## config.mk

```make
export PLATFORM = sky130hd
export DESIGN_NAME = scsp_device_flat
export DESIGN_NICKNAME = d
export VERILOG_FILES = /design/src/design/scsp_pkg.sv /design/src/design/scsp_link_if.sv /design/src/design/scsp_device.sv /design/src/flat_wrapper.sv
export SDC_FILE = /design/constraint.sdc
export NUM_CORES = 1
export LEC_CHECK = 0
export BUFFER_PORTS_ARGS = -buffer_cell sky130_fd_sc_hd__buf_2
export CORE_UTILIZATION = 40
export CTS_BUF_LIST = sky130_fd_sc_hd__clkbuf_4 sky130_fd_sc_hd__clkbuf_8
export DETAILED_ROUTE_END_ITERATION = 10
export PLACE_DENSITY = 0.67
export REMOVE_ABC_BUFFERS = 1
export SYNTH_ARGS = -nofsm -noshare
export SYNTH_HDL_FRONTEND = slang
export SYNTH_SLANG_ARGS = --single-unit
```

## constraint.sdc

```tcl
create_clock -name ref_clk -period 2.1 [get_ports ref_clk]
set_input_delay 0.21 -clock ref_clk [delete_from_list [all_inputs] [get_ports ref_clk]]
set_output_delay 0.21 -clock ref_clk [all_outputs]
set_load 0.005 [all_outputs]
```

## src/design/scsp_pkg.sv

```systemverilog
package scsp_pkg;
  // link timing at ref_clk 125 MHz
  localparam int unsigned CLK_HZ         = 125000000;
  localparam int unsigned BAUD_DEFAULT   = 9600;
  localparam int unsigned BIT_CYCLES     = CLK_HZ / BAUD_DEFAULT;
  localparam int unsigned HALF_CYCLES    = BIT_CYCLES / 2;
  localparam int unsigned DATA_BITS      = 8;
  // host waits this long after releasing the device reset
  localparam int unsigned RESET_WAIT_MS  = 10;
  localparam int unsigned RESET_WAIT_CYC = (CLK_HZ / 1000) * RESET_WAIT_MS;
  // command watchdog: about one second of silence
  localparam int unsigned WDOG_MS        = 1000;
  localparam int unsigned WDOG_CYC       = (CLK_HZ / 1000) * WDOG_MS;
  localparam logic        WDOG_EN_RESET  = 1'b1;
  localparam logic [7:0]  WDOG_KICK_CMD  = 8'h8c;
  localparam int unsigned CNT_W          = 32;
  localparam int unsigned BIT_CNT_W      = 4;

  typedef enum logic [1:0] {
    SCSP_IDLE  = 2'b00,
    SCSP_START = 2'b01,
    SCSP_DATA  = 2'b10,
    SCSP_STOP  = 2'b11
  } scsp_state_type;
endpackage

```

## src/design/scsp_link_if.sv

```systemverilog
`timescale 1ns/100ps
// two one-way lines, each idling high
interface scsp_link_if;
  logic host_to_dev;
  logic dev_to_host;
  logic reset_n;
  logic err;
  modport dev_mp  (input host_to_dev, input reset_n, output dev_to_host, output err);
  modport host_mp (output host_to_dev, output reset_n, input dev_to_host, input err);
endinterface

```

## src/design/scsp_device.sv

```systemverilog
`timescale 1ns/100ps
// Summary of operation
// - both ends time bits at shared baud
// - frame is eight data, no parity, one stop
// - idle transmitter holds line high
// - low start bit, then data LSB first
// - stop bit high at least one bit
// - default baud after reset is 9600
// - error output high while error stops motor
// - low reset pin hard-resets, de-energizes motor
// - host waits 10 ms after reset release
// - watchdog times out without periodic commands
// - host resends watchdog kick within a second; scsp_host sends WDOG_KICK_CMD only when given it on tx_data
module scsp_device #(
  parameter int unsigned WDOG_CYCLES = scsp_pkg::WDOG_CYC
) (
  input  wire logic       ref_clk,
  input  wire logic       reset,
  scsp_link_if.dev_mp     link,
  input  wire logic [7:0] tx_data,
  input  wire logic       tx_valid,
  output logic            tx_ready,
  output logic [7:0]      rx_data,
  output logic            rx_valid,
  output logic            rx_frame_err,
  input  wire logic       wdog_enable,
  input  wire logic       wdog_kick,
  input  wire logic       fault,
  output logic            motor_enable,
  output logic            wdog_timeout
);
  import scsp_pkg::*;

  // pin inputs: three flops, change once 2nd and 3rd agree
  logic [2:0] rx_sync_q, rx_sync_d;
  logic [2:0] rst_sync_q, rst_sync_d;
  logic       rx_line_q, rx_line_d;
  logic       hard_rst_q, hard_rst_d;

  always_comb begin
    rx_sync_d  = {rx_sync_q[1:0], link.host_to_dev};
    rst_sync_d = {rst_sync_q[1:0], link.reset_n};
    rx_line_d  = (rx_sync_q[2] == rx_sync_q[1]) ? rx_sync_q[2] : rx_line_q;
    hard_rst_d = (rst_sync_q[2] == rst_sync_q[1]) ? ~rst_sync_q[2] : hard_rst_q;
  end

  always_ff @(posedge ref_clk) begin
    if (reset) begin
      rx_sync_q  <= 3'h7;
      rst_sync_q <= 3'h7;
      rx_line_q  <= 1'b1;
      hard_rst_q <= 1'b0;
    end else begin
      rx_sync_q  <= rx_sync_d;
      rst_sync_q <= rst_sync_d;
      rx_line_q  <= rx_line_d;
      hard_rst_q <= hard_rst_d;
    end
  end

  // reset pin acts like the core reset
  logic srst;
  assign srst = reset | hard_rst_q;

  // receiver
  scsp_state_type      rx_st_q, rx_st_d;
  logic [CNT_W-1:0]    rx_cnt_q, rx_cnt_d;
  logic [BIT_CNT_W-1:0] rx_bit_q, rx_bit_d;
  logic [7:0]          rx_sh_q, rx_sh_d;
  logic [7:0]          rx_data_q, rx_data_d;
  logic                rx_valid_q, rx_valid_d;
  logic                rx_ferr_q, rx_ferr_d;

  always_comb begin
    rx_st_d    = rx_st_q;
    rx_cnt_d   = rx_cnt_q + 32'h1;
    rx_bit_d   = rx_bit_q;
    rx_sh_d    = rx_sh_q;
    rx_data_d  = rx_data_q;
    rx_valid_d = 1'b0;
    rx_ferr_d  = 1'b0;
    case (rx_st_q)
      SCSP_IDLE: begin
        rx_cnt_d = '0;
        if (!rx_line_q) rx_st_d = SCSP_START;
      end
      SCSP_START: begin
        if (rx_cnt_q == CNT_W'(HALF_CYCLES - 1)) begin
          rx_cnt_d = '0;
          rx_bit_d = '0;
          // glitch shorter than half a bit is dropped
          rx_st_d  = rx_line_q ? SCSP_IDLE : SCSP_DATA;
        end
      end
      SCSP_DATA: begin
        if (rx_cnt_q == CNT_W'(BIT_CYCLES - 1)) begin
          rx_cnt_d = '0;
          rx_sh_d  = {rx_line_q, rx_sh_q[7:1]};
          rx_bit_d = rx_bit_q + 4'h1;
          if (rx_bit_q == BIT_CNT_W'(DATA_BITS - 1)) rx_st_d = SCSP_STOP;
        end
      end
      SCSP_STOP: begin
        if (rx_cnt_q == CNT_W'(BIT_CYCLES - 1)) begin
          rx_st_d = SCSP_IDLE;
          if (rx_line_q) begin
            rx_data_d  = rx_sh_q;
            rx_valid_d = 1'b1;
          end else begin
            rx_ferr_d = 1'b1;
          end
        end
      end
      default: rx_st_d = SCSP_IDLE;
    endcase
  end

  always_ff @(posedge ref_clk) begin
    if (srst) begin
      rx_st_q    <= SCSP_IDLE;
      rx_cnt_q   <= '0;
      rx_bit_q   <= '0;
      rx_sh_q    <= '0;
      rx_data_q  <= '0;
      rx_valid_q <= 1'b0;
      rx_ferr_q  <= 1'b0;
    end else begin
      rx_st_q    <= rx_st_d;
      rx_cnt_q   <= rx_cnt_d;
      rx_bit_q   <= rx_bit_d;
      rx_sh_q    <= rx_sh_d;
      rx_data_q  <= rx_data_d;
      rx_valid_q <= rx_valid_d;
      rx_ferr_q  <= rx_ferr_d;
    end
  end

  // transmitter: frame shifted out of a 10-bit register
  logic                 tx_busy_q, tx_busy_d;
  logic [9:0]           tx_sh_q, tx_sh_d;
  logic [CNT_W-1:0]     tx_cnt_q, tx_cnt_d;
  logic [BIT_CNT_W-1:0] tx_bit_q, tx_bit_d;
  logic                 tx_line_q, tx_line_d;

  always_comb begin
    tx_busy_d = tx_busy_q;
    tx_sh_d   = tx_sh_q;
    tx_cnt_d  = tx_cnt_q;
    tx_bit_d  = tx_bit_q;
    tx_line_d = 1'b1;
    if (!tx_busy_q) begin
      if (tx_valid) begin
        tx_busy_d = 1'b1;
        tx_sh_d   = {1'b1, tx_data, 1'b0};
        tx_cnt_d  = '0;
        tx_bit_d  = '0;
      end
    end else begin
      tx_line_d = tx_sh_q[0];
      if (tx_cnt_q == CNT_W'(BIT_CYCLES - 1)) begin
        tx_cnt_d = '0;
        tx_sh_d  = {1'b1, tx_sh_q[9:1]};
        tx_bit_d = tx_bit_q + 4'h1;
        // stop bit runs a full period before ready returns
        if (tx_bit_q == BIT_CNT_W'(DATA_BITS + 1)) tx_busy_d = 1'b0;
      end else begin
        tx_cnt_d = tx_cnt_q + 32'h1;
      end
    end
  end

  always_ff @(posedge ref_clk) begin
    if (srst) begin
      tx_busy_q <= 1'b0;
      tx_sh_q   <= 10'h3ff;
      tx_cnt_q  <= '0;
      tx_bit_q  <= '0;
      tx_line_q <= 1'b1;
    end else begin
      tx_busy_q <= tx_busy_d;
      tx_sh_q   <= tx_sh_d;
      tx_cnt_q  <= tx_cnt_d;
      tx_bit_q  <= tx_bit_d;
      tx_line_q <= tx_line_d;
    end
  end

  // command watchdog and error state
  logic [CNT_W-1:0] wd_cnt_q, wd_cnt_d;
  logic             wd_to_q, wd_to_d;
  logic             err_q, err_d;
  logic             men_q, men_d;
  logic             kick;

  // kick from the command decoder or the reserved byte on the wire
  assign kick = wdog_kick | (rx_valid_q && rx_data_q == WDOG_KICK_CMD);

  always_comb begin
    wd_cnt_d = kick ? '0 : wd_cnt_q;
    wd_to_d  = wd_to_q;
    if (!wdog_enable) begin
      wd_cnt_d = '0;
      wd_to_d  = 1'b0;
    end else if (!kick) begin
      if (wd_cnt_q == CNT_W'(WDOG_CYCLES - 1)) wd_to_d = 1'b1;
      else wd_cnt_d = wd_cnt_q + 32'h1;
    end
    // a timeout stays latched until the next reset or until wdog_enable goes low
    err_d = wd_to_d | fault;
    men_d = ~err_d;
  end

  always_ff @(posedge ref_clk) begin
    if (srst) begin
      wd_cnt_q <= '0;
      wd_to_q  <= 1'b0;
      err_q    <= 1'b0;
      men_q    <= 1'b0;
    end else begin
      wd_cnt_q <= wd_cnt_d;
      wd_to_q  <= wd_to_d;
      err_q    <= err_d;
      men_q    <= men_d;
    end
  end

  assign link.dev_to_host = tx_line_q;
  assign link.err         = err_q;
  assign tx_ready         = ~tx_busy_q;
  assign rx_data          = rx_data_q;
  assign rx_valid         = rx_valid_q;
  assign rx_frame_err     = rx_ferr_q;
  assign motor_enable     = men_q;
  assign wdog_timeout     = wd_to_q;
endmodule // scsp_device

```

## src/flat_wrapper.sv

```systemverilog
// flat-port wrapper written by rule: the top's interface ports become plain ports
module scsp_device_flat import scsp_pkg::*;
#(
  parameter int unsigned WDOG_CYCLES = scsp_pkg::WDOG_CYC
)
  (ref_clk, reset, tx_data, tx_valid, tx_ready, rx_data, rx_valid, rx_frame_err, wdog_enable, wdog_kick, fault, motor_enable, wdog_timeout, link_host_to_dev, link_reset_n, link_dev_to_host, link_err);
  scsp_link_if link_i ();
  input  wire logic ref_clk;
  input  wire logic reset;
  input  wire logic [7:0] tx_data;
  input  wire logic tx_valid;
  output logic tx_ready;
  output logic [7:0] rx_data;
  output logic rx_valid;
  output logic rx_frame_err;
  input  wire logic wdog_enable;
  input  wire logic wdog_kick;
  input  wire logic fault;
  output logic motor_enable;
  output logic wdog_timeout;
  input wire logic [$bits(link_i.host_to_dev)-1:0] link_host_to_dev;
  input wire logic [$bits(link_i.reset_n)-1:0] link_reset_n;
  output wire logic [$bits(link_i.dev_to_host)-1:0] link_dev_to_host;
  output wire logic [$bits(link_i.err)-1:0] link_err;
  assign link_i.host_to_dev = link_host_to_dev;
  assign link_i.reset_n = link_reset_n;
  assign link_dev_to_host = link_i.dev_to_host;
  assign link_err = link_i.err;
  scsp_device #(.WDOG_CYCLES(WDOG_CYCLES)) u_core (.ref_clk(ref_clk), .reset(reset), .link(link_i), .tx_data(tx_data), .tx_valid(tx_valid), .tx_ready(tx_ready), .rx_data(rx_data), .rx_valid(rx_valid), .rx_frame_err(rx_frame_err), .wdog_enable(wdog_enable), .wdog_kick(wdog_kick), .fault(fault), .motor_enable(motor_enable), .wdog_timeout(wdog_timeout));
endmodule
```

== Yosys cells after proc, flatten, opt, wreduce, memory -nomap -nowiden ==
Index checks and enable logic that the tools add are counted.
Cells by class
  bitwise logic cells: 9
  reductions and logical operators: 12
  equal/unequal tests: 18
  multiplexer cells: 34
  add/subtract/negate cells: 5
Operators with widths (count)
  $mux 32: 8
  $add 32x1->32 const B: 3
  $pmux 32 s3: 1
  $eq 32x14->1 const B: 2
  $eq 32x13->1 const B: 1
  $eq 32x27->1 const B: 1
  $mux 10: 3
  $mux 4: 5
  $mux 2: 6
  $mux 1: 9
  $add 4x1->4 const B: 2
  $eq 8x8->1 const B: 1
  $ne 2x1->1 const B: 4
  $pmux 2 s4: 1
  $pmux 4 s2: 1
  $not 1->1: 6
  $reduce_and 3->1: 2
  $reduce_and 5->1: 1
  $eq 2x2->1 const B: 2
  $eq 4x3->1 const B: 1
  $eq 4x4->1 const B: 1
  $ne 2x2->1 const B: 2
  $reduce_and 2->1: 2
  $reduce_bool 2->1: 2
  7 further kinds: 11
Word-level totals
  input bits: 16
  register bits: 147

== Depth between registers and ports, before layout ==
Gate-level depths: netlist of the first run.
  word-level depth: 7
  depth in mapped cells: 9
  mapped depth without buffers: 8

== Least setup slack after synthesis of the first run ==
Ideal clock, no wire load.
  path kind: register to register
  start point: reg u_core.rx_cnt_q[0]
  end point: reg u_core.rx_data_q[0], in the netlist u_core.rx_data[0]
  arrival time: 2.102 ns
  cell stages (with the launch flop): 9
  setup slack: -0.130 ns
  data required time: 1.972 ns
  clock period less this slack: 2.230 ns
  buffers on the path: 1
  path through: dfxtp_1 -> ha_1 -> nand2_1 -> or4b_1 -> nor4_4 -> buf_4 -> nand3_4 -> mux2i_1 -> nor2_1
Between the ends
  word-level cells in the longest chain between the ends: 2
RTL lines
  start, declared: line scsp_device.sv:67  | logic [CNT_W-1:0] rx_cnt_q, rx_cnt_d;
  start signal, assigned: line scsp_device.sv:129  | rx_cnt_q <= rx_cnt_d;
  $eq 32x14->1: line scsp_device.sv:104  | if (rx_cnt_q == CNT_W'(BIT_CYCLES - 1)) begin
  $reduce_and 3->1 (no source line)
  end signal, assigned: line scsp_device.sv:132  | rx_data_q <= rx_data_d;
  end, declared: line scsp_device.sv:70  | logic [7:0] rx_data_q, rx_data_d;
Every way passes these cells.
A chain may end at the register's enable or synchronous reset.

== Worst setup path after layout of the first run ==
  start point: reg u_core.rx_cnt_q[1]
  end point: reg u_core.rx_cnt_q[14]
Between the ends
  word-level cells in the longest chain between the ends: 3
  elaborated cells between the ends (all ways): 6
  classes of those cells: add/sub: 1; eq/ne: 2; mux: 3
RTL lines
  $add 32x1->32, or another cell as far along: line scsp_device.sv:76  | rx_cnt_d = rx_cnt_q + 32'h1;
  $mux 32 (on tied branches): line scsp_device.sv:96, scsp_device.sv:88
  $pmux 32 s3 *: line scsp_device.sv:82  | case (rx_st_q)
Mark *: on every way between the ends. The rest lies on a longest branch, timed or not.

==> results of run 1 <==
## cell type report
cell class / instances / area, µm² / area share (%)
Tap cell: 216 / 270 / 3.34
Inverter: 17 / 63.8 / 0.789
Timing Repair Buffer: 103 / 802 / 9.91
Sequential cell: 146 / 2930 / 36.2
Clock inverter: 14 / 143 / 1.76
Multi-Input combinational cell: 592 / 3640 / 45.0
Clock buffer: 18 / 248 / 3.06
## cell families (layout without fill, tap and decap cells)
kind of cell    count (synthesis)  after routing  share of synthesized area [%]
compound gates                115            115                           10.5
buf+inv                        46            152                           2.72
xor+xnor                       62             62                           8.19
flops                         146            146                           44.1
fa+ha+maj                      13             13                           2.45
simple gates                  382            382                           29.1
mux                            20             20                           3.04
## flip-flops by register name (all words and copies together), names as in the netlist, named ones only
name,count
u_core.rx_cnt_q,32
u_core.hard_rst_q,1
u_core.rx_bit_q,4
u_core.tx_bit_q,4
u_core.rx_valid,1
u_core.wd_cnt_q,32
u_core.link.dev_to_host,1
u_core.tx_sh_q,9
u_core.motor_enable,1
u_core.rx_sh_q,8
u_core.wdog_timeout,1
u_core.tx_cnt_q,32
u_core.rx_line_q,1
u_core.rx_data,8
u_core.link.err,1
u_core.rst_sync_q,3
u_core.rx_st_q,1
u_core.tx_busy_q,1
u_core.rx_sync_q,3
u_core.rx_frame_err,1
## synthesized netlist by cell type (19+ instances only)
cell | instances | share of area (%)
dfxtp_1 | 146 | 44
nor2_1 | 104 | 5.9
nand2_1 | 90 | 5.1
nand3_1 | 44 | 3.3
xor2_1 | 35 | 4.6
o21ai_0 | 31 | 2.3
a21oi_1 | 30 | 2.3
xnor2_1 | 27 | 3.6
nand4_1 | 23 | 2.2
clkbuf_1 | 21 | 1.2
and3_1 | 20 | 1.9
nor3_1 | 20 | 1.5
mux2i_1 | 19 | 2.9
## stage by stage
stage	util, %	cells	hold WS [ns]
global placement	46.0	1058	0.392
detailed placement	46.0	1058	0.396
global route	50.4	1106	0.0265
finish	50.4	1106	0.0362
floorplan	-	755	0.282
CTS	49.3	1100	0.00669
## power by group
group          switching [mW]  total [mW]  internal (mW)
Sequential             0.0173        2.81           2.79
Combinational           0.163       0.300          0.137
Clock                    1.17        2.17           1.00
## worst max-delay path, delay by kind of cell, from the launching register on
family	cells	cell delay [ns]
compound gates	3	0.55
flops	1	0.34
fa+ha+maj	1	0.12
buf+inv	5	0.69
simple gates	3	0.39
## how the worst max path moves through the flow
stage                     endpoint  slack (ns)
2_1_floorplan  u_core.rx_cnt_q[10]       -0.74
3_3_place_gp     u_core.rx_data[2]       -0.09
3_5_place_dp    u_core.rx_bit_q[3]       -0.17
4_1_cts          u_core.rx_data[3]       -0.11
5_1_grt         u_core.rx_cnt_q[6]       -0.19
6_report       u_core.rx_cnt_q[14]       -0.09
## metal layers
| layer | vias to the layer above | track usage (%) |
|---|---|---|
| met3 | 13 | 4.76 |
| met1 | 2644 | 22.0 |
| met4 | 0 | 6.22 |
| li1 | 2954 | - |
| met5 | - | 0 |
| met2 | 77 | 30.3 |
## timing repair
action / in CTS / in global routing
setup buffers: 4 / 4
pin swaps: 5 / 12
gates cloned: 1 / 2
setup endpoints to repair: 61 / 86
resized for setup: 6 / 20
endpoints found under the hold margin: 5 / 0
hold buffers: 5 / 0
==> report_table.html, run 1 <==
<table>
<tr><th>Metric</th><th>Value</th></tr>
<tr><th colspan="2">STA</th></tr>
<tr><td>Max Fclk</td><td>457 MHz</td></tr>
<tr><td>Final TNS setup</td><td>-2.19 ns</td></tr>
<tr><td>Rel. slew slack</td><td>67.1%</td></tr>
<tr><td>RSZ-0062 raised after global routing</td><td>yes</td></tr>
<tr><td>Smallest setup slack after layout</td><td>-0.0893 ns</td></tr>
<tr><td>Slew Viols, Final</td><td>0</td></tr>
<tr><td>Final Cycle Share</td><td>104%</td></tr>
<tr><td>Hold Violations, Final</td><td>0</td></tr>
<tr><td>Skew final</td><td>0.0150 ns</td></tr>
<tr><td>Setup-failing EPs final</td><td>40</td></tr>
<tr><td>Slew at the pin with the worst max-slew slack</td><td>0.491 ns</td></tr>
<tr><td>Shortest period the worst path allows</td><td>2.19 ns</td></tr>
<tr><th colspan="2">Drt</th></tr>
<tr><td>Wire length on met2</td><td>just under 7 mm</td></tr>
<tr><td>Drt drc</td><td>0</td></tr>
<tr><td>Number of DRC violations after detailed-routing iteration 0</td><td>between 300 and 400</td></tr>
<tr><td>Top routing layer in use</td><td>met4</td></tr>
<tr><td>Antenna violation net count after detailed routing</td><td>0</td></tr>
<tr><td>Total number of vias</td><td>5688</td></tr>
<tr><td>Routed metal-1 wirelength</td><td>approximately 7.0 mm</td></tr>
<tr><td>Vias/cell</td><td>about 5.1</td></tr>
<tr><td>TritonRoute pass-1 iters</td><td>5</td></tr>
<tr><td>Total length of routed wires</td><td>14.6 mm</td></tr>
<tr><td>Metal3 WL</td><td>514 µm</td></tr>
<tr><td>DR WL/cell</td><td>13.2 µm</td></tr>
<tr><th colspan="2">Min path</th></tr>
<tr><td>Worst hold path class</td><td>primary input to flip-flop</td></tr>
<tr><td>WHS Path Cells</td><td>3</td></tr>
<tr><td>Hold path start</td><td>tx_data[7]</td></tr>
<tr><td>Hold path endpoint</td><td>u_core.tx_sh_q[8]</td></tr>
<tr><th colspan="2">Final layout</th></tr>
<tr><td>Final layout net count</td><td>906</td></tr>
<tr><td>Number of inserted diodes</td><td>0</td></tr>
<tr><td>Most frequent cells in the layout</td><td>dfxtp_1, nor2_1, nand2_1</td></tr>
<tr><td>Final Cell Area</td><td>0.00809 mm²</td></tr>
<tr><td>Leading cell type in the layout, fill and taps excluded</td><td>dfxtp_1</td></tr>
<tr><td>Proportion of layout cells with a drive suffix above 1</td><td>approximately a fifth</td></tr>
<tr><td>Number of fill cells in the layout</td><td>1490</td></tr>
<tr><td>Area delta synth-&gt;final</td><td>22.0%</td></tr>
<tr><th colspan="2">Floorplan</th></tr>
<tr><td>Width of the die</td><td>131 µm</td></tr>
<tr><td>Core region area</td><td>0.0161 mm²</td></tr>
<tr><td>Die Span Y</td><td>between 100 and 150 µm</td></tr>
<tr><td>I/O pin count</td><td>31</td></tr>
<tr><td>Number of standard-cell rows in the floorplan</td><td>46</td></tr>
<tr><td>Initial cell density of the core</td><td>41.3%</td></tr>
<tr><td>Area of the die</td><td>~0.017 mm²</td></tr>
<tr><th colspan="2">Clocking</th></tr>
<tr><td>Total number of clock tree sinks</td><td>146</td></tr>
<tr><td>CTS Buf Count</td><td>17</td></tr>
<tr><td>CTS H-tree lvls</td><td>4</td></tr>
<tr><td>Number of buffers between clock root and the deepest sink</td><td>2</td></tr>
<tr><td>Cell at the root of the clock tree</td><td>clkbuf_8</td></tr>
<tr><td>TritonCTS clock tree</td><td>yes</td></tr>
<tr><td>Reg clk slew, reported paths</td><td>roughly 0.080 ns</td></tr>
<tr><td>Worst-skew pair later-pin latency</td><td>about 0.46 ns</td></tr>
<tr><th colspan="2">Placement</th></tr>
<tr><td>Placement-stage worst setup slack</td><td>-0.167 ns</td></tr>
<tr><td>Count of buffers from port buffering</td><td>30</td></tr>
<tr><td>Placement Cell Area</td><td>0.00739 mm²</td></tr>
<tr><td>Detail Placement HPWL</td><td>9.68 mm</td></tr>
<tr><td>Final weighted congestion in routability-driven placement</td><td>0.832</td></tr>
<tr><th colspan="2">Pwr</th></tr>
<tr><td>Pwr Total</td><td>between 5 and 6 mW</td></tr>
<tr><td>Static Leak</td><td>between 2 and 3 nW</td></tr>
<tr><td>Power density over cell area</td><td>approximately 650 mW/mm²</td></tr>
<tr><td>Max IR drop VDD</td><td>~420 µV</td></tr>
<tr><th colspan="2">Yosys</th></tr>
<tr><td>Total of flip-flops plus latches after synthesis</td><td>146</td></tr>
<tr><td>Count of synthesis-stage warnings from yosys</td><td>0</td></tr>
<tr><td>Syn Std Cell Area</td><td>0.00663 mm²</td></tr>
<tr><td>Most frequently used flop master after synthesis</td><td>dfxtp_1</td></tr>
<tr><td>Ys async rst share</td><td>0%</td></tr>
<tr><td>Gate count after technology mapping</td><td>784</td></tr>
<tr><td>Number of enable-type register cells in the synthesized netlist</td><td>0</td></tr>
<tr><td>Share of the yosys chip area belonging to registers</td><td>44.1%</td></tr>
<tr><td>Synth Area per Inst</td><td>8.46 µm²</td></tr>
<tr><td>Distinct cell type count after synthesis</td><td>59</td></tr>
<tr><th colspan="2">Flow run</th></tr>
<tr><td>Max Cap Violations</td><td>0</td></tr>
<tr><th colspan="2">Global routing</th></tr>
<tr><td>Global-route wire length before repair</td><td>24.1 mm</td></tr>
<tr><td>Global-route total usage across every layer</td><td>between 10% and 20%</td></tr>
<tr><td>Number of global-route vias before repair</td><td>roughly 5300</td></tr>
<tr><td>Total congestion overflow</td><td>0</td></tr>
<tr><td>Antenna violations before repair</td><td>0</td></tr>
<tr><td>Pin count of the biggest net entering global routing</td><td>33</td></tr>
<tr><th colspan="2">Worst setup path</th></tr>
<tr><td>Startpoint of the lowest-slack register-to-register path</td><td>u_core.rx_cnt_q[1]</td></tr>
<tr><td>Critical Path Start Type</td><td>flip-flop</td></tr>
<tr><td>CP Max Fanout</td><td>8</td></tr>
<tr><td>Worst-path cell chain</td><td>buf_4, inv_1, ha_1, and4b_1, nand4_1, o41ai_2, buf_4, o21ai_1, o21ai_2, buf_6, clkbuf_16, nor2_1</td></tr>
<tr><td>Slack of the worst reg-to-reg path</td><td>-0.09 ns</td></tr>
<tr><td>Cell with the largest stage delay on the worst path</td><td>dfxtp_2</td></tr>
<tr><td>Delay contributed by the slowest stage of the critical path</td><td>0.34 ns</td></tr>
<tr><td>Critical Path Source</td><td>u_core.rx_cnt_q[1]</td></tr>
<tr><td>Sort of element at the end of the critical path</td><td>flip-flop</td></tr>
<tr><td>Most repeated library cell on the critical path</td><td>buf_4</td></tr>
<tr><td>Count of cells along the worst register-to-register path</td><td>12</td></tr>
<tr><td>Crit path arrival time</td><td>2.54 ns</td></tr>
<tr><td>Path type of the worst setup path</td><td>flip-flop to flip-flop</td></tr>
<tr><td>Worst endpoint required time</td><td>2.45 ns</td></tr>
<tr><td>R2r endpoint</td><td>u_core.rx_cnt_q[14]</td></tr>
<tr><th colspan="2">Run status</th></tr>
<tr><td>Result of the run</td><td>complete, but fails checks</td></tr>
<tr><td>Failing checks</td><td>negative setup slack</td></tr>
</table>
No activity file was read; power rests on OpenSTA's default activity.
==> run 2, diff against run 1 <==
--- a/config.mk
+++ b/config.mk
@@ -10,7 +10,6 @@
 export CTS_BUF_LIST = sky130_fd_sc_hd__clkbuf_4 sky130_fd_sc_hd__clkbuf_8
 export DETAILED_ROUTE_END_ITERATION = 10
 export PLACE_DENSITY = 0.67
-export REMOVE_ABC_BUFFERS = 1
 export SYNTH_ARGS = -nofsm -noshare
 export SYNTH_HDL_FRONTEND = slang
 export SYNTH_SLANG_ARGS = --single-unit
==> report_table.html, run 2 (same netlist as run 1, synthesis figures left out) <==
<table>
<tr><th>Metric</th><th>Value</th></tr>
<tr><th colspan="2">Floorplan</th></tr>
<tr><td>Core region area</td><td>0.0161 mm² (unchanged)</td></tr>
<tr><td>Area of the die</td><td>0.0171 mm² (unchanged)</td></tr>
<tr><td>I/O pin count</td><td>31 (unchanged)</td></tr>
<tr><td>Die Span Y</td><td>131 µm (unchanged)</td></tr>
<tr><td>Initial cell density of the core</td><td>41.3% (unchanged)</td></tr>
<tr><td>Number of standard-cell rows in the floorplan</td><td>46 (unchanged)</td></tr>
<tr><td>Width of the die</td><td>131 µm (unchanged)</td></tr>
<tr><th colspan="2">STA</th></tr>
<tr><td>Slew at the pin with the worst max-slew slack</td><td>0.477 ns (-0.0145 ns)</td></tr>
<tr><td>Max Fclk</td><td>464 MHz (+1.5%)</td></tr>
<tr><td>Slew Viols, Final</td><td>0 (unchanged)</td></tr>
<tr><td>Rel. slew slack</td><td>68.1% (+0.97 points)</td></tr>
<tr><td>RSZ-0062 raised after global routing</td><td>yes</td></tr>
<tr><td>Setup-failing EPs final</td><td>36 (-10%)</td></tr>
<tr><td>Final Cycle Share</td><td>103% (-1.5 points)</td></tr>
<tr><td>Hold Violations, Final</td><td>0 (unchanged)</td></tr>
<tr><td>Shortest period the worst path allows</td><td>2.16 ns (-0.0321 ns)</td></tr>
<tr><td>Smallest setup slack after layout</td><td>-0.0571 ns (+0.0321 ns)</td></tr>
<tr><td>Skew final</td><td>0.0117 ns (-0.00327 ns)</td></tr>
<tr><th colspan="2">Clocking</th></tr>
<tr><td>Worst-skew pair later-pin latency</td><td>0.45 ns (about the same)</td></tr>
<tr><td>TritonCTS clock tree</td><td>yes</td></tr>
<tr><td>Reg clk slew, reported paths</td><td>0.08 ns (about the same)</td></tr>
<tr><td>Total number of clock tree sinks</td><td>146 (unchanged)</td></tr>
<tr><td>Cell at the root of the clock tree</td><td>clkbuf_8</td></tr>
<tr><td>CTS H-tree lvls</td><td>4 (unchanged)</td></tr>
<tr><td>CTS Buf Count</td><td>17 (unchanged)</td></tr>
<tr><td>Number of buffers between clock root and the deepest sink</td><td>2 (unchanged)</td></tr>
<tr><th colspan="2">Worst setup path</th></tr>
<tr><td>Critical path buffer and inverter count</td><td>2 (-3)</td></tr>
<tr><td>Most repeated library cell on the critical path</td><td>o21ai_4</td></tr>
<tr><td>CP Max Fanout</td><td>15 (+7)</td></tr>
<tr><td>Worst-path cell chain</td><td>or3_4, or4_4, nor4_4, buf_4, o21ai_4, o21ai_4, buf_8, nor2_1</td></tr>
<tr><td>Critical Path Start Type</td><td>flip-flop</td></tr>
<tr><td>Family of cells with the greatest summed delay on the critical path</td><td>simple AND/OR/NAND/NOR gates</td></tr>
<tr><td>Crit path arrival time</td><td>2.49 ns (-0.05 ns)</td></tr>
<tr><td>Worst endpoint required time</td><td>2.44 ns (about the same)</td></tr>
<tr><td>Delay contributed by the slowest stage of the critical path</td><td>0.46 ns (+0.12 ns)</td></tr>
<tr><td>Cell with the largest stage delay on the worst path</td><td>or4_4</td></tr>
<tr><td>Sort of element at the end of the critical path</td><td>flip-flop</td></tr>
<tr><td>Path type of the worst setup path</td><td>flip-flop to flip-flop</td></tr>
<tr><th colspan="2">Placement</th></tr>
<tr><td>Number of instances in the placed design</td><td>1064 (+0.57%)</td></tr>
<tr><td>Count of buffers from port buffering</td><td>30 (unchanged)</td></tr>
<tr><td>Final weighted congestion in routability-driven placement</td><td>0.832 (about the same)</td></tr>
<tr><td>Detail Placement HPWL</td><td>10.0 mm (+3.4%)</td></tr>
<tr><td>Placement-stage worst setup slack</td><td>-0.123 ns (+0.0441 ns)</td></tr>
<tr><th colspan="2">Drt</th></tr>
<tr><td>Drt drc</td><td>0 (unchanged)</td></tr>
<tr><td>Antenna violation net count after detailed routing</td><td>0 (unchanged)</td></tr>
<tr><td>TritonRoute pass-1 iters</td><td>5 (unchanged)</td></tr>
<tr><td>Number of DRC violations after detailed-routing iteration 0</td><td>320 (-15%)</td></tr>
<tr><td>Vias/cell</td><td>5.17 (+0.59%)</td></tr>
<tr><td>Total length of routed wires</td><td>14.4 mm (-1.3%)</td></tr>
<tr><td>Total number of vias</td><td>5742 (+0.95%)</td></tr>
<tr><td>DR WL/cell</td><td>13.0 µm (-1.6%)</td></tr>
<tr><th colspan="2">Global routing</th></tr>
<tr><td>Total congestion overflow</td><td>0 (unchanged)</td></tr>
<tr><td>Global-route total usage across every layer</td><td>17.7% (-0.19 points)</td></tr>
<tr><td>Antenna violations before repair</td><td>0 (unchanged)</td></tr>
<tr><td>Number of global-route vias before repair</td><td>5291 (+0.057%)</td></tr>
<tr><td>Pin count of the biggest net entering global routing</td><td>33 (unchanged)</td></tr>
<tr><td>Global-route wire length before repair</td><td>24.0 mm (-0.51%)</td></tr>
<tr><th colspan="2">Final layout</th></tr>
<tr><td>Proportion of layout cells with a drive suffix above 1</td><td>19.6% (+0.81 points)</td></tr>
<tr><td>Most frequent cells in the layout</td><td>dfxtp_1, nor2_1, nand2_1</td></tr>
<tr><td>Area delta synth-&gt;final</td><td>21.4%</td></tr>
<tr><td>Final cell count without fillers</td><td>1110 (+0.36%)</td></tr>
<tr><td>Top Registers</td><td>u_core.rx_cnt_q: 32 flops, u_core.tx_cnt_q: 32 flops, u_core.wd_cnt_q: 32 flops</td></tr>
<tr><td>Final layout net count</td><td>910 (+0.44%)</td></tr>
<tr><td>Number of fill cells in the layout</td><td>1527 (+2.5%)</td></tr>
<tr><td>Number of inserted diodes</td><td>0 (unchanged)</td></tr>
<tr><td>Leading cell type in the layout, fill and taps excluded</td><td>dfxtp_1</td></tr>
<tr><th colspan="2">Pwr</th></tr>
<tr><td>Static Leak</td><td>2.94 nW (about the same)</td></tr>
<tr><td>Power density over cell area</td><td>638 mW/mm² (-2.2%)</td></tr>
<tr><td>Max IR drop VDD</td><td>477 µV (+14%)</td></tr>
<tr><th colspan="2">Yosys</th></tr>
<tr><td>Synthesized netlist net count</td><td>813</td></tr>
<tr><th colspan="2">Min path</th></tr>
<tr><td>Worst hold path class</td><td>primary input to flip-flop</td></tr>
<tr><th colspan="2">Run status</th></tr>
<tr><td>Result of the run</td><td>complete, but fails checks</td></tr>
<tr><td>Failing checks</td><td>negative setup slack</td></tr>
<tr><th colspan="2">Flow run</th></tr>
<tr><td>Max Cap Violations</td><td>0 (unchanged)</td></tr>
</table>
run 2: cell count changes in the layout (fill, tap and decap cells not counted), sizes merged:
| cell | delta |
|---|---|
| buf | +7 |
| dlygate4sd3 | -1 |
| clkinvlp | +3 |
| inv | -4 |
| clkinv | -1 |
run 2: final cells by class:
cell class / count / area, µm² / area share, %
Multi-Input combinational cell: 592 / 3640 / 45.2
Clock inverter: 12 / 109 / 1.35
Inverter: 17 / 66.3 / 0.824
Sequential cell: 146 / 2930 / 36.4
Timing Repair Buffer: 107 / 773 / 9.61
Tap cell: 216 / 270 / 3.36
Clock buffer: 20 / 263 / 3.26
run 2: routing by layer:
layer / vias to the layer above / wire length, µm / track usage (%)
li1: 2957 / - / -
met1: 2679 / 7120 / 23.0
met2: 82 / 6600 / 28.5
met3: 24 / 466 / 4.32
met4: 0 / 232 / 6.69
met5: - / 0 / 0
run 2: worst paths after layout:
check	cells past startpoint	end	startpoint	slack, ns
min reg2reg	1	u_core.rx_sync_q[1]	u_core.rx_sync_q[0]	0.41
max reg2reg	8	u_core.rx_cnt_q[2]	u_core.rx_cnt_q[31]	-0.06
max	8	u_core.rx_cnt_q[2]	u_core.rx_cnt_q[31]	-0.06
min	3	u_core.link.err	fault	0.04
run 2: where the power goes:
group	switching [mW]	internal [mW]	leakage, nW	total (mW)
clock	1.06	0.993	0.178	2.05
sequential	0.0168	2.79	1.18	2.81
combinational	0.159	0.118	1.58	0.277
total	1.23	3.90	2.94	5.14
run 2: tightest hold or removal path: stages:
cell	delay, ns
buf_2	0.08
a21oi_1	0.04
a21oi_1	0.11
run 2: repair_timing:
item	4_1_cts	5_1_grt
hold buffers	4	0
gates resized for setup	11	23
pin swaps	7	13
endpoints found under the hold margin	4	0
gates cloned	0	1
buffers inserted	4	5
setup endpoints to repair	60	79
run 2: stage by stage:
step / total power, mW / hold WS, ns / utilization (%) / cell area [µm²] / setup TNS, ns
after floorplan: 3.02 / 0.282 / - / 6640 / -0.0739
after global placement: 3.11 / 0.392 / 46.3 / 7430 / -1.11
after detailed placement: 3.11 / 0.395 / 46.3 / 7430 / -2.81
after CTS: 5.19 / 0.00510 / 49.3 / 7920 / -0.405
after global routing: 5.36 / 0.0328 / 50.1 / 8050 / -3.91
final: 5.14 / 0.0375 / 50.1 / 8050 / -1.56
==> run 3, diff against run 2 <==
--- a/config.mk
+++ b/config.mk
@@ -9,7 +9,7 @@
 export CORE_UTILIZATION = 40
 export CTS_BUF_LIST = sky130_fd_sc_hd__clkbuf_4 sky130_fd_sc_hd__clkbuf_8
 export DETAILED_ROUTE_END_ITERATION = 10
-export PLACE_DENSITY = 0.67
+export PLACE_DENSITY = 0.65
 export SYNTH_ARGS = -nofsm -noshare
 export SYNTH_HDL_FRONTEND = slang
 export SYNTH_SLANG_ARGS = --single-unit
==> constraint.sdc (replaced) <==
create_clock -name ref_clk -period 2.8 [get_ports ref_clk]
set_input_delay 0.28 -clock ref_clk [delete_from_list [all_inputs] [get_ports ref_clk]]
set_output_delay 0.28 -clock ref_clk [all_outputs]
set_load 0.05 [all_outputs]
==> report_table.html, run 3 (same netlist as run 1, synthesis figures left out) <==
<table>
<tr><th>Metric</th><th>Value</th></tr>
<tr><th colspan="2">Pwr</th></tr>
<tr><td>Static Leak</td><td>2.63 nW (-10%)</td></tr>
<tr><td>Pwr Total</td><td>3.87 mW (-25%)</td></tr>
<tr><td>Power density over cell area</td><td>518 mW/mm² (-19%)</td></tr>
<tr><td>Max IR drop VDD</td><td>396 µV (-17%)</td></tr>
<tr><th colspan="2">Placement</th></tr>
<tr><td>Placement-stage worst setup slack</td><td>0.219 ns (+0.342 ns)</td></tr>
<tr><td>Placement Cell Area</td><td>0.00707 mm² (-4.9%)</td></tr>
<tr><td>Number of instances in the placed design</td><td>1016 (-4.5%)</td></tr>
<tr><td>Detail Placement HPWL</td><td>9.58 mm (-4.4%)</td></tr>
<tr><td>Count of buffers from port buffering</td><td>30 (unchanged)</td></tr>
<tr><td>Final weighted congestion in routability-driven placement</td><td>0.765 (-8.0%)</td></tr>
<tr><th colspan="2">STA</th></tr>
<tr><td>Smallest setup slack after layout</td><td>0.197 ns (+0.254 ns)</td></tr>
<tr><td>Shortest period the worst path allows</td><td>2.60 ns (+0.446 ns)</td></tr>
<tr><td>Slew at the pin with the worst max-slew slack</td><td>0.663 ns (+0.186 ns)</td></tr>
<tr><td>Final TNS setup</td><td>0 ns (+1.56 ns)</td></tr>
<tr><td>Hold Violations, Final</td><td>0 (unchanged)</td></tr>
<tr><td>Worst hold slack</td><td>0.0944 ns (+0.0569 ns)</td></tr>
<tr><td>Max Fclk</td><td>384 MHz (-17%)</td></tr>
<tr><td>Setup-failing EPs final</td><td>0 (-100%)</td></tr>
<tr><td>Slew Viols, Final</td><td>0 (unchanged)</td></tr>
<tr><td>Skew final</td><td>0.0101 ns (-0.00166 ns)</td></tr>
<tr><td>Final Cycle Share</td><td>93.0% (-9.8 points)</td></tr>
<tr><td>RSZ-0062 raised after global routing</td><td>no</td></tr>
<tr><td>Rel. slew slack</td><td>55.8% (-12 points)</td></tr>
<tr><th colspan="2">Drt</th></tr>
<tr><td>Antenna violation net count after detailed routing</td><td>0 (unchanged)</td></tr>
<tr><td>Drt drc</td><td>0 (unchanged)</td></tr>
<tr><td>Number of DRC violations after detailed-routing iteration 0</td><td>276 (-14%)</td></tr>
<tr><td>TritonRoute pass-1 iters</td><td>4 (-1)</td></tr>
<tr><td>Total length of routed wires</td><td>13.8 mm (-4.5%)</td></tr>
<tr><td>DR WL/cell</td><td>13.1 µm (+0.97%)</td></tr>
<tr><td>Total number of vias</td><td>5412 (-5.7%)</td></tr>
<tr><td>Vias/cell</td><td>5.15 (-0.36%)</td></tr>
<tr><th colspan="2">Global routing</th></tr>
<tr><td>Met1 Track Usage GR</td><td>23.9% (+0.83 points)</td></tr>
<tr><td>Most congested layer reported by global routing</td><td>met2</td></tr>
<tr><td>Total congestion overflow</td><td>0 (unchanged)</td></tr>
<tr><td>Met3 GRT Util</td><td>4.89% (+0.57 points)</td></tr>
<tr><td>GR Layer Usage met2</td><td>26.4% (-2.1 points)</td></tr>
<tr><td>Global-route wire length before repair</td><td>23.6 mm (-1.7%)</td></tr>
<tr><td>Antenna violations before repair</td><td>0 (unchanged)</td></tr>
<tr><td>Number of global-route vias before repair</td><td>5003 (-5.4%)</td></tr>
<tr><td>Global-route total usage across every layer</td><td>17.4% (-0.36 points)</td></tr>
<tr><td>Pin count of the biggest net entering global routing</td><td>32 (-3.0%)</td></tr>
<tr><th colspan="2">Clocking</th></tr>
<tr><td>Worst-skew pair later-pin latency</td><td>0.45 ns (about the same)</td></tr>
<tr><td>Total number of clock tree sinks</td><td>146 (unchanged)</td></tr>
<tr><td>Reg clk slew, reported paths</td><td>0.08 ns (about the same)</td></tr>
<tr><td>CTS H-tree lvls</td><td>4 (unchanged)</td></tr>
<tr><td>Number of buffers between clock root and the deepest sink</td><td>2 (unchanged)</td></tr>
<tr><td>TritonCTS clock tree</td><td>yes</td></tr>
<tr><td>Cell at the root of the clock tree</td><td>clkbuf_8</td></tr>
<tr><td>Post-cts sizing count</td><td>0 (-11)</td></tr>
<tr><td>CTS Buf Count</td><td>17 (unchanged)</td></tr>
<tr><th colspan="2">Floorplan</th></tr>
<tr><td>Initial cell density of the core</td><td>41.3% (unchanged)</td></tr>
<tr><td>Width of the die</td><td>131 µm (unchanged)</td></tr>
<tr><td>Core region area</td><td>0.0161 mm² (unchanged)</td></tr>
<tr><td>Die Span Y</td><td>131 µm (unchanged)</td></tr>
<tr><td>Number of standard-cell rows in the floorplan</td><td>46 (unchanged)</td></tr>
<tr><td>Area of the die</td><td>0.0171 mm² (unchanged)</td></tr>
<tr><td>I/O pin count</td><td>31 (unchanged)</td></tr>
<tr><th colspan="2">Final layout</th></tr>
<tr><td>Final layout net count</td><td>850 (-6.6%)</td></tr>
<tr><td>Reg area</td><td>0.00292 mm² (-0.13%)</td></tr>
<tr><td>Final cell count without fillers</td><td>1050 (-5.4%)</td></tr>
<tr><td>Leading cell type in the layout, fill and taps excluded</td><td>dfxtp_1</td></tr>
<tr><td>Final Cell Area</td><td>0.00747 mm² (-7.2%)</td></tr>
<tr><td>Area delta synth-&gt;final</td><td>12.6%</td></tr>
<tr><td>Final Core Density</td><td>46.5% (-3.6 points)</td></tr>
<tr><td>Most frequent cells in the layout</td><td>dfxtp_1, nor2_1, nand2_1</td></tr>
<tr><td>Footprint of the multi-input gates</td><td>0.00353 mm² (-3.0%)</td></tr>
<tr><td>Top Registers</td><td>u_core.rx_cnt_q: 32 flops, u_core.tx_cnt_q: 32 flops, u_core.wd_cnt_q: 32 flops</td></tr>
<tr><td>Proportion of layout cells with a drive suffix above 1</td><td>11.3% (-8.3 points)</td></tr>
<tr><td>Number of inserted diodes</td><td>0 (unchanged)</td></tr>
<tr><td>Number of fill cells in the layout</td><td>1587 (+3.9%)</td></tr>
<tr><th colspan="2">Worst setup path</th></tr>
<tr><td>Sort of element at the end of the critical path</td><td>flip-flop</td></tr>
<tr><td>Path type of the worst setup path</td><td>flip-flop to flip-flop</td></tr>
<tr><td>Worst endpoint required time</td><td>3.10 ns (+0.66 ns)</td></tr>
<tr><td>Critical Path Start Type</td><td>flip-flop</td></tr>
<tr><td>CP Max Fanout</td><td>8 (-7)</td></tr>
<tr><td>Crit path arrival time</td><td>2.90 ns (+0.41 ns)</td></tr>
<tr><th colspan="2">Run status</th></tr>
<tr><td>Result of the run</td><td>completed</td></tr>
<tr><th colspan="2">Min path</th></tr>
<tr><td>Worst hold path class</td><td>primary input to flip-flop</td></tr>
<tr><th colspan="2">Yosys</th></tr>
<tr><td>Synthesized netlist net count</td><td>813 (unchanged)</td></tr>
<tr><th colspan="2">Flow run</th></tr>
<tr><td>Max Cap Violations</td><td>0 (unchanged)</td></tr>
</table>
run 3: cell count changes in the layout (fill, tap and decap cells not counted), sizes merged:
cell / delta
buf: -58
clkinv: +5
clkinvlp: -3
dlygate4sd3: -2
inv: -2
run 3: routing by layer:
metal / part of all wire [%] / vias up
li1: - / 2835
met1: 51 / 2494
met2: 45 / 77
met3: 3.9 / 6
met4: 0.79 / 0
met5: 0 / -
run 3: critical path, cell delays in order, from the launching register on:
cell	delay, ns
dfxtp_1	0.40
ha_1	0.23
nand2_1	0.10
or4b_1	0.58
nor4_4	0.48
o211ai_1	0.34
a21oi_1	0.23
o22ai_1	0.11
run 3: cell type report:
class	instances	share of cell area [%]
clock buffer	20	3.69
clock inverter	12	1.46
inverter	17	0.854
multi-input combinational	592	47.3
sequential	146	39.1
tap	216	3.62
timing repair buffer	47	3.95
run 3: path summary, 6_finish.rpt:
| path | from | endpoint | slack [ns] | cells after the start |
|---|---|---|---|---|
| worst max-delay path | u_core.rx_cnt_q[0] | u_core.rx_bit_q[2] | 0.20 | 7 |
| worst min-delay path | fault | u_core.link.err | 0.09 | 3 |
| worst max register to register | u_core.rx_cnt_q[0] | u_core.rx_bit_q[2] | 0.20 | 7 |
| worst min register to register | u_core.rx_sync_q[0] | u_core.rx_sync_q[1] | 0.41 | 1 |
run 3: power breakdown:
part / switching [mW] / leakage (nW) / internal, mW
Clock: 0.809 / 0.194 / 0.772
Sequential: 0.0167 / 1.18 / 2.09
Combinational: 0.113 / 1.25 / 0.0641
run 3: repair_timing:
item	CTS	global route
hold buffers	2	0
setup buffers	0	0
hold endpoints to repair	2	0
